## src/mmc_pkg.sv

```systemverilog
// Constants and carrier types for the memory map control block
package mmc_pkg;

  // ==========================================================
  // Register offsets
  localparam logic [15:0] PAGE_INDEX_ADDR  = 16'h0030;
  localparam logic [15:0] DIRECT_PAGE_ADDR = 16'h0031;
  localparam logic [15:0] MODE_SEL_ADDR    = 16'h0032;
  localparam logic [15:0] MAP_CTL_ADDR     = 16'h0033;

  // ==========================================================
  // Reset values and field positions
  localparam logic [7:0]  PAGE_INDEX_RESET = 8'hFE;
  localparam logic [3:0]  PAGE_UPPER_FILL  = 4'hF;
  localparam logic [7:0]  DIRECT_RESET     = 8'h00;
  localparam logic        INFO_VIS_RESET   = 1'b0;
  localparam int          MODE_BIT_POS     = 7;
  localparam int          INFO_VIS_POS     = 0;
  localparam logic        MODE_SPECIAL     = 1'b0;
  localparam logic        MODE_NORMAL      = 1'b1;

  // ==========================================================
  // Address map
  localparam int          LOCAL_W          = 16;
  localparam int          GLOBAL_W         = 18;
  localparam int          PAGE_BITS        = 4;
  localparam logic [1:0]  WINDOW_QUARTER   = 2'b10;
  localparam logic [7:0]  FIXED_PAGE_LOW   = 8'hFC;
  localparam logic [7:0]  FIXED_PAGE_MID   = 8'hFD;
  localparam logic [7:0]  FIXED_PAGE_HIGH  = 8'hFF;
  localparam logic [15:0] RESOURCE_TOP     = 16'h0800;
  localparam logic [17:0] INFO_ROW_LOW     = 18'h00400;
  localparam logic [17:0] INFO_ROW_HIGH    = 18'h0047F;

  // ==========================================================
  // Carrier types
  typedef struct packed {
    logic        rd;
    logic        wr;
    logic [15:0] addr;
    logic [7:0]  wdata;
  } bus_req_t;

  typedef struct packed {
    logic        valid;
    logic        direct;
    logic [15:0] addr;
  } xlat_req_t;

  typedef struct packed {
    logic        valid;
    logic [17:0] gaddr;
    logic [7:0]  page;
    logic        in_window;
    logic        info_row_hit;
    logic        info_row_unmapped;
  } xlat_rsp_t;

  typedef struct packed {
    logic mode_bit;
    logic locked;
  } mode_state_t;

  typedef struct packed {
    logic [3:0] page_index;
    logic [7:0] direct_bits;
    logic       direct_written;
    logic       info_vis;
    logic [7:0] rdata;
    logic       rvalid;
    xlat_rsp_t  cpu_rsp;
    xlat_rsp_t  dbg_rsp;
  } top_state_t;

endpackage

```

## src/memory_map_control_regs.sv

```systemverilog
// Memory map control: page, direct page, mode and map control regs
`timescale 1ns/1ps
module memory_map_control_regs
  import mmc_pkg::*;
#(
  parameter int PAGE_W = PAGE_BITS
)
(
  input  wire logic       clk_sys,
  input  wire logic       rst_n,
  input  wire logic       mode_pin_n,
  input  wire logic       device_secured,
  input  bus_req_t        bus_req,
  output logic [7:0]      bus_rdata,
  output logic            bus_rvalid,
  input  wire logic       call_wr,
  input  wire logic [7:0] call_wdata,
  output logic [7:0]      call_rdata,
  input  xlat_req_t       cpu_req,
  output xlat_rsp_t       cpu_rsp,
  input  xlat_req_t       dbg_req,
  output xlat_rsp_t       dbg_rsp,
  output logic            mode_select_bit,
  output logic            op_mode_normal,
  output logic            mode_locked,
  output logic [7:0]      direct_page_bits,
  output logic            direct_locked,
  output logic            info_row_visible
);

  // ==========================================================
  // Elaboration check
  if (PAGE_W != PAGE_BITS)
  begin : g_bad_width
    $error("page index width must be four bits");
  end

  // ==========================================================
  // Declarations
  top_state_t  state;
  top_state_t  next_state;
  logic        hit_page;
  logic        hit_direct;
  logic        hit_mode;
  logic        hit_map;
  logic        hit_any;
  logic        wr_page;
  logic        wr_direct;
  logic        wr_map;
  logic        wr_mode;
  logic        mode_bit;
  logic        mode_eff;
  logic        lock_flag;
  logic        direct_ok;
  logic [7:0]  page_full;
  logic [7:0]  read_mux;
  xlat_rsp_t   cpu_xlat;
  xlat_rsp_t   dbg_xlat;

  // ==========================================================
  // Address decode
  assign hit_page   = bus_req.addr == PAGE_INDEX_ADDR;
  assign hit_direct = bus_req.addr == DIRECT_PAGE_ADDR;
  assign hit_mode   = bus_req.addr == MODE_SEL_ADDR;
  assign hit_map    = bus_req.addr == MAP_CTL_ADDR;
  assign hit_any    = hit_page || hit_direct || hit_mode || hit_map;

  assign wr_page    = bus_req.wr && hit_page;
  assign wr_direct  = bus_req.wr && hit_direct;
  assign wr_map     = bus_req.wr && hit_map;
  assign wr_mode    = bus_req.wr && hit_mode;

  // ==========================================================
  // Mode control
  mode_guard u_mode_guard
  (
    .clk_sys         (clk_sys),
    .rst_n           (rst_n),
    .mode_pin_n      (mode_pin_n),
    .device_secured  (device_secured),
    .mode_wr         (wr_mode),
    .mode_wdata      (bus_req.wdata[MODE_BIT_POS]),
    .mode_select_bit (mode_bit),
    .mode_now        (mode_eff),
    .mode_locked     (lock_flag)
  );

  // ==========================================================
  // Direct page write permission
  assign direct_ok = (mode_eff == MODE_SPECIAL) ||
                     !state.direct_written;

  // ==========================================================
  // Read data selection
  assign page_full = {PAGE_UPPER_FILL, state.page_index};

  always_comb
  begin
    read_mux = 8'h00;
    if (hit_page)
      read_mux = page_full;
    else if (hit_direct)
      read_mux = state.direct_bits;
    else if (hit_mode)
      read_mux[MODE_BIT_POS] = mode_bit;
    else if (hit_map)
      read_mux[INFO_VIS_POS] = state.info_vis;
  end

  // ==========================================================
  // Address translation for both masters
  page_translator u_cpu_xlat
  (
    .req         (cpu_req),
    .page_index  (state.page_index),
    .direct_bits (state.direct_bits),
    .info_vis    (state.info_vis),
    .rsp         (cpu_xlat)
  );

  page_translator u_dbg_xlat
  (
    .req         (dbg_req),
    .page_index  (state.page_index),
    .direct_bits (state.direct_bits),
    .info_vis    (state.info_vis),
    .rsp         (dbg_xlat)
  );

  // ==========================================================
  // Next state
  always_comb
  begin
    next_state = state;
    if (!rst_n)
    begin
      next_state.page_index     = PAGE_INDEX_RESET[3:0];
      next_state.direct_bits    = DIRECT_RESET;
      next_state.direct_written = 1'b0;
      next_state.info_vis       = INFO_VIS_RESET;
      next_state.rdata          = 8'h00;
      next_state.rvalid         = 1'b0;
      next_state.cpu_rsp        = '0;
      next_state.dbg_rsp        = '0;
    end
    else
    begin
      // Call path takes priority over an ordinary write
      if (call_wr)
        next_state.page_index = call_wdata[3:0];
      else if (wr_page)
        next_state.page_index = bus_req.wdata[3:0];

      if (wr_direct && direct_ok)
      begin
        next_state.direct_bits    = bus_req.wdata;
        next_state.direct_written = 1'b1;
      end

      if (wr_map)
        next_state.info_vis = bus_req.wdata[INFO_VIS_POS];

      next_state.rvalid = bus_req.rd && hit_any;
      if (bus_req.rd && hit_any)
        next_state.rdata = read_mux;

      next_state.cpu_rsp = cpu_xlat;
      next_state.dbg_rsp = dbg_xlat;
    end
  end

  always_ff @(posedge clk_sys)
  begin
    state <= next_state;
  end

  // ==========================================================
  // Outputs
  assign bus_rdata        = state.rdata;
  assign bus_rvalid       = state.rvalid;
  assign call_rdata       = page_full;
  assign cpu_rsp          = state.cpu_rsp;
  assign dbg_rsp          = state.dbg_rsp;
  assign mode_select_bit  = mode_bit;
  assign op_mode_normal   = mode_eff;
  assign mode_locked      = lock_flag;
  assign direct_page_bits = state.direct_bits;
  assign direct_locked    = !direct_ok;
  assign info_row_visible = state.info_vis;

endmodule

```

## src/mode_guard.sv

```systemverilog
// Operating mode select bit with strap capture and write guard
`timescale 1ns/1ps
module mode_guard
  import mmc_pkg::*;
(
  input  wire logic clk_sys,
  input  wire logic rst_n,
  input  wire logic mode_pin_n,
  input  wire logic device_secured,
  input  wire logic mode_wr,
  input  wire logic mode_wdata,
  output logic      mode_select_bit,
  output logic      mode_now,
  output logic      mode_locked
);

  mode_state_t state;
  mode_state_t next_state;

  // ==========================================================
  // Next state
  always_comb
  begin
    next_state = state;
    if (!rst_n)
    begin
      next_state.mode_bit = mode_pin_n;
      next_state.locked   = 1'b0;
    end
    else if (mode_wr && !(state.locked &&
             state.mode_bit == MODE_NORMAL))
    begin
      if (mode_wdata != state.mode_bit)
      begin
        if (state.mode_bit == MODE_SPECIAL &&
            mode_wdata == MODE_NORMAL && !device_secured)
          next_state.mode_bit = mode_wdata;
        else
          next_state.locked = 1'b1;
      end
    end
  end

  always_ff @(posedge clk_sys)
  begin
    state <= next_state;
  end

  // ==========================================================
  // Outputs
  assign mode_select_bit = state.mode_bit;
  assign mode_now        = rst_n ? state.mode_bit : mode_pin_n;
  assign mode_locked     = state.locked;

endmodule

```

## src/page_translator.sv

```systemverilog
// Local to global address translation for one bus master
`timescale 1ns/1ps
module page_translator
  import mmc_pkg::*;
(
  input  xlat_req_t         req,
  input  wire logic [3:0]   page_index,
  input  wire logic [7:0]   direct_bits,
  input  wire logic         info_vis,
  output xlat_rsp_t         rsp
);

  logic [15:0] local_addr;
  logic [7:0]  page;
  logic [17:0] gaddr;
  logic        in_info;

  always_comb
  begin
    // Direct mode supplies the upper byte
    local_addr = req.direct ? {direct_bits, req.addr[7:0]}
                            : req.addr;
    case (local_addr[15:14])
      2'b00:   page = FIXED_PAGE_LOW;
      2'b01:   page = FIXED_PAGE_MID;
      2'b10:   page = {PAGE_UPPER_FILL, page_index};
      2'b11:   page = FIXED_PAGE_HIGH;
      default: page = FIXED_PAGE_HIGH;
    endcase
    // Register, info row and RAM space sits at the global bottom
    if (local_addr < RESOURCE_TOP)
      gaddr = {4'h0, local_addr[13:0]};
    else
      gaddr = {page[3:0], local_addr[13:0]};
    in_info = gaddr >= INFO_ROW_LOW && gaddr <= INFO_ROW_HIGH;
    rsp.valid             = req.valid;
    rsp.gaddr             = gaddr;
    rsp.page              = page;
    rsp.in_window         = local_addr[15:14] == WINDOW_QUARTER;
    rsp.info_row_hit      = in_info && info_vis;
    rsp.info_row_unmapped = in_info && !info_vis;
  end

endmodule

```

## config.mk

```make
export PLATFORM = sky130hd
export DESIGN_NAME = memory_map_control_regs
export DESIGN_NICKNAME = d
export VERILOG_FILES = /design/src/mmc_pkg.sv /design/src/memory_map_control_regs.sv /design/src/mode_guard.sv /design/src/page_translator.sv
export SDC_FILE = /design/constraint.sdc
export NUM_CORES = 1
export LEC_CHECK = 0
export ABC_AREA = 1
export ABC_CLOCK_PERIOD_IN_PS = 4400
export BUFFER_PORTS_ARGS = -buffer_cell sky130_fd_sc_hd__buf_2
export CAP_MARGIN = 20
export CORE_MARGIN = 5
export CORE_UTILIZATION = 30
export DETAILED_ROUTE_END_ITERATION = 10
export HOLD_SLACK_MARGIN = 0.03
export SLEW_MARGIN = 20
export SYNTH_ARGS = -nofsm -noshare
export SYNTH_HDL_FRONTEND = slang
export SYNTH_SLANG_ARGS = --single-unit
export TNS_END_PERCENT = 50
```

## constraint.sdc

```tcl
create_clock -name clk_sys -period 4.4 [get_ports clk_sys]
set_clock_uncertainty 0.1 [all_clocks]
set_input_delay 0.66 -clock clk_sys [delete_from_list [all_inputs] [get_ports clk_sys]]
set_output_delay 0.66 -clock clk_sys [all_outputs]
set_load 0.01 [all_outputs]
```

# ---- Word-level counts from Yosys, hierarchy flattened
# Cells that the tools add are included.
dict set report op_classes {
  n_eq_ne 14
  n_reduce_logical 30
  order_cmp 6
  muxes 21
  bitwise_logic 3
}
# cell n
set ops {}
lappend ops {{16-bit by 6-bit equality test with 1-bit output, second input constant} 4}
lappend ops {{8-bit case mux with 4 select lines} 2}
lappend ops {{18-bit by 11-bit >= comparator with 1-bit output, second input constant} 2}
lappend ops {{18-bit by 11-bit <= comparator with 1-bit output, second input constant} 2}
lappend ops {{18-bit two-way mux} 2}
lappend ops {{16-bit by 12-bit < comparator with 1-bit output, second input constant} 2}
lappend ops {{16-bit two-way mux} 2}
lappend ops {{1-bit logical AND} 16}
lappend ops {{2-bit equality test, second input constant} 4}
lappend ops {{1-bit two-way mux} 8}
lappend ops {{4-bit two-way mux} 2}
lappend ops {{8-bit two-way mux} 1}
lappend ops {{2-bit two-way mux} 3}
lappend ops {{6-bit two-way mux} 1}
lappend ops {{2-bit by 1-bit inequality test with 1-bit output, second input constant} 3}
lappend ops {{3-bit AND reduction} 2}
lappend ops {{1-bit logical NOT} 5}
lappend ops {{2-bit by 1-bit equality test with 1-bit output, second input constant} 2}
lappend ops {{2-bit logical NOT} 2}
lappend ops {{1-bit logical OR} 4}
lappend ops {{1-bit inverter} 3}
lappend ops {{2-bit nonzero test} 1}
lappend ops {{1-bit inequality test} 1}
dict set report word_totals {
  ff_bits 85
  out_inout_bits 90
  wordCells 94
  in_bits 75
}

# ---- Depth between registers and ports, before layout
dict set report depth {
  ltp_word 7
  mapped_depth 10
  mapped_depth_nobuf 10
}

# ---- Modules after synthesis
# From an unflattened synthesis, not the netlist that was laid out.
dict set report hier_totals {
  cells_unflattened 621
  area_unflattened_um2 4560.6
}
# module cells_each instances seq_area_each_um2 area_per_inst_um2
set modules_own_cells {}
lappend modules_own_cells {memory_map_control_regs 451 1 1661.6 3618.5}
lappend modules_own_cells {page_translator 74 2 0.0 392.9}
lappend modules_own_cells {mode_guard 22 1 50.0 156.4}

# ---- Worst setup path after synthesis
# No wires, ideal clock.
dict set report synth_path {
  path_kind {in2out}
  start {input port rst_n}
  end {output port direct_locked}
  stages 7
  slack_ns 2.304
  arrival_ns 1.336
  path_buffers 2
  required_time_ns 3.640
  path_cell_list {buf_4 -> inv_2 -> buf_6 -> nand2_1 -> o21ai_2 -> nand2_2 -> inv_1}
}
dict set report synth_via {
  elab_chain_len 4
}
# element line_no
set synth_lines {}
lappend synth_lines {{start, declared} memory_map_control_regs.sv:10} ;# input wire logic rst_n,
lappend synth_lines {{1-bit two-way mux} mode_guard.sv:52} ;# assign mode_now = rst_n ? state.mode_bit : mode_pin_n;
lappend synth_lines {{named net op_mode_normal} memory_map_control_regs.sv:24} ;# output logic op_mode_normal,
lappend synth_lines {{1-bit inverter} memory_map_control_regs.sv:90} ;# assign direct_ok = (mode_eff == MODE_SPECIAL) ||
lappend synth_lines {{1-bit logical OR} memory_map_control_regs.sv:90}
lappend synth_lines {{1-bit logical NOT} memory_map_control_regs.sv:188} ;# assign direct_locked = !direct_ok;
lappend synth_lines {{end, declared} memory_map_control_regs.sv:27} ;# output logic direct_locked,
# The timed path passes the listed nets, and every way through them passes these cells.

# ---- Final worst setup path
dict set report layout_path {
  start {input port rst_n}
  end {output port direct_locked}
}
dict set report layout_via {
  elab_chain_len 4
}
# element line_no
set layout_lines {}
lappend layout_lines {{1-bit two-way mux} mode_guard.sv:52}
lappend layout_lines {{1-bit inverter} memory_map_control_regs.sv:90}
lappend layout_lines {{1-bit logical OR} memory_map_control_regs.sv:90}
lappend layout_lines {{1-bit logical NOT} memory_map_control_regs.sv:188}
# No other way between the ends.

==> impl_metrics.yaml <==
worst_setup_path:
  required_ps: 3640
  cp.arrival_ps: 2070
  timing.rr.start: "direct_page_bits[4]"
  r2r_slack_ps: 2780
  critPathMaxFanout: 46
  crit_buf_inv: 5
  r2r-end: "cpu_rsp[1]"
  cp_slowest_stage_delay_ps: 400
  start_kind: "input port"
  critPathTopFamily: "buffers and inverters"
  cp_cell_sequence: "buf_2 > buf_4 > inv_2 > nand2_1 > o21ai_2 > nand2_2 > inv_1 > buf_2"
  crit_path_top_delay_cell: "buf_4"
  critical_path_class: "input port to primary output"
  crit_path_end_kind: "primary output"
  r2r_cells: 9
  crit_path_frequent_cell: "buf_2"
cells_and_area:
  n_fill_cell: 1268
  syn_to_final_growth_pct: 15.7
  drive_gt1_frac: 0.345
  regArea_sq_mm: 0.00153
  finalNetCount: 632
  multiInputGateArea_sq_mm: 0.00119
  postLayoutCellArea_sq_mm: 0.00426
  n_antenna_cell: 0
  fin_util: 0.354
synthesis:
  synth_top_area_cell: "dfxtp_1"
  synth_top_area_share: 0.408
  postSynthCellCount: 482
  synth_area_per_cell_sq_um: 7.64
  synth_warnings: 0
  synth.distinct_cells: 33
  ys_ff_latch: 76
  yosysSeqAreaShare: 0.416
  synth.area.top_cells: "dfxtp_1 (41%), buf_4 (18%), nand2_1 (8.3%)"
  synth_area_sq_mm: 0.00368
floorplanning:
  rows: 40
  fp.dieArea_sq_mm: 0.0146
  die_h_um: 121
  start_util: 0.306
  chipWidth_um: 121
  core-area_sq_mm: 0.0120
  ios: 165
global_route:
  grt_antenna_before_repair: 2
  grt_util_all_layers: 0.137
  grt_max_degree: 47
  overflow: 0
  grt_pass1_wl_um: 15200
  grt_pass1_vias: 2971
route:
  wl_um: 9750
  viasPerCell: 4.30
  first_pass_iters: 4
  first_iter_violations: 180
  via_count: 3040
  wire_per_inst_um: 13.8
  ant_nets: 0
  drc: 0
cts:
  cts_buffers: 9
  cts_hold_buf: 0
  htree_levels: 3
  cts.clk_slew.worst_paths_ps: 60
  root_buffer: "clkbuf_16"
  post_cts_buffers: 0
  clock_sinks: 76
  cts.repair.resized: 0
  cts_tree: "built"
  clockBufferDepth: 2
  clock_latency_ps: 330
timing:
  hold_violations: 0
  hold_ws_ps: 372
  slew_viol_final: 0
  finalSetupTns_ps: 0
  rsz0062_at_grt: "false"
  finalSetupViolCount: 0
  relSlewSlack: 0.640
  fmax_ghz: 0.353
  tightest_slew_ps: 539
  fin_crit_ps: 2830
  period_share: 0.644
power_and_ir_drop:
  leakagePower_uw: 0.00233
  p_seq_frac: 0.441
  ir_drop_uv: 150
  combPwrFrac: 0.100
  sw_frac_of_total: 0.237
  p_sw_uw: 390
  pwr-share-clk: 0.459
  cell_internal_pwr_uw: 1260
  p_per_area_mw_per_mm2: 387
status:
  status: "finished clean"
job:
  drv_cap: 0
placed_design:
  io_buffers: 156
  place_area_sq_mm: 0.00395
  gp_congestion: 0.850
  dp_hpwl_um: 7730
hold_path:
  holdCritPathClass: "flop to flop"
  whs_endpoint: "bus_rdata[0]"
  worstHoldStart: "bus_rdata[0]"
  hold_depth: 2
==> stage by stage <==
stage                     setup WS [ps]  cells  total power [uW]
after CTS                          1530    707              1670
after detailed placement           1540    691               908
final                              1570    707              1650
after floorplan                    2300    485               869
after global placement             1550    691               904
after global routing               1390    707              1730
==> layer usage <==
| metal | part of all wire | GRT usage |
|---|---|---|
| met5 | 0.0014 | 0 |
| met4 | 0.023 | 0.0581 |
| met3 | 0.088 | 0.0430 |
| met2 | 0.47 | 0.225 |
| met1 | 0.42 | 0.164 |
==> Yosys cell counts <==
master / n
o21ai_1: 9
buf_4: 86
ha_1: 2
nor2_2: 4
o21ai_2: 1
a21oi_1: 22
o31ai_1: 1
o21ai_4: 1
o211ai_1: 4
and2_1: 2
clkinv_1: 1
inv_2: 3
nand2_4: 2
nand3_2: 2
buf_6: 3
conb_1: 1
buf_2: 5
nor2_4: 2
nor3_1: 2
inv_1: 63
nand4_1: 5
clkbuf_1: 4
dfxtp_1: 75
nand2_1: 81
o22ai_1: 3
mux2_2: 1
nand4_4: 2
o21a_1: 2
nand2_2: 3
nor2_1: 54
edfxtp_1: 1
o21ai_0: 19
nand3_1: 16
==> tightest hold or removal path, delay by kind of cell (launching register included) <==
kind	cells	cell delay [ps]
flip-flops	1	310
AND/OR/NAND/NOR	1	70
AO/OA/AOI/OAI	1	50
==> worst max-delay path by stage <==
stage	from	endpoint	slack (ps)	cells after the start
floorplan	rst_n	direct_locked	2300	7
global placement	rst_n	direct_locked	1550	8
detailed placement	rst_n	direct_locked	1540	8
CTS	rst_n	direct_locked	1530	8
global route	rst_n	direct_locked	1390	8
finish	rst_n	direct_locked	1570	8
==> cells by family (layout without fill, tap and decap cells) <==
family,count (synthesis),after routing,share of synthesized area
fa+ha+maj,2,2,0.00680
compound gates,62,62,0.0942
other cells,1,4,0.00102
mux,1,1,0.00306
simple gates,175,175,0.215
flops,76,76,0.416
buf+inv,165,240,0.264
==> power groups by stage <==
stage | Sequential, uW | Clock [uW] | Combinational, uW
after floorplan | 740 | 0 | 129
after global placement | 740 | 0 | 164
after detailed placement | 742 | 0 | 167
after CTS | 726 | 780 | 167
after global routing | 729 | 817 | 186
final | 726 | 756 | 165
==> cells in the final DEF, fill, tap and decap left out, types with 2 or more instances in the layout <==
cell type,synthesis,final
a21oi_1,22,22
and2_1,2,2
buf_2,5,156
clkbuf_16,0,10
clkinvlp_4,0,2
conb_1,1,4
dfxtp_1,75,75
ha_1,2,2
inv_1,63,63
inv_2,3,3
nand2_1,81,81
nand2_2,3,3
nand2_4,2,2
nand3_1,16,16
nand3_2,2,2
nand4_1,5,5
nand4_4,2,2
nor2_1,54,54
nor2_2,4,4
nor2_4,2,2
nor3_1,2,2
o211ai_1,4,4
o21a_1,2,2
o21ai_0,19,19
o21ai_1,9,9
o22ai_1,3,3
==> sequential cells by signal (all words and copies together) (netlist names), 4 cells and up <==
signal and cells:
dbg_rsp 25, cpu_rsp 26, call_rdata 4, bus_rdata 8, direct_page_bits 8
==> area by class of cell <==
cell class	instances	area share
sequential	76	0.360
multi-input combinational	244	0.279
timing repair buffer	157	0.185
clock buffer	11	0.0597
inverter	67	0.0591
tap	147	0.0432
clock inverter	5	0.0138
Note: power is estimated with default switching activity, not from simulation.
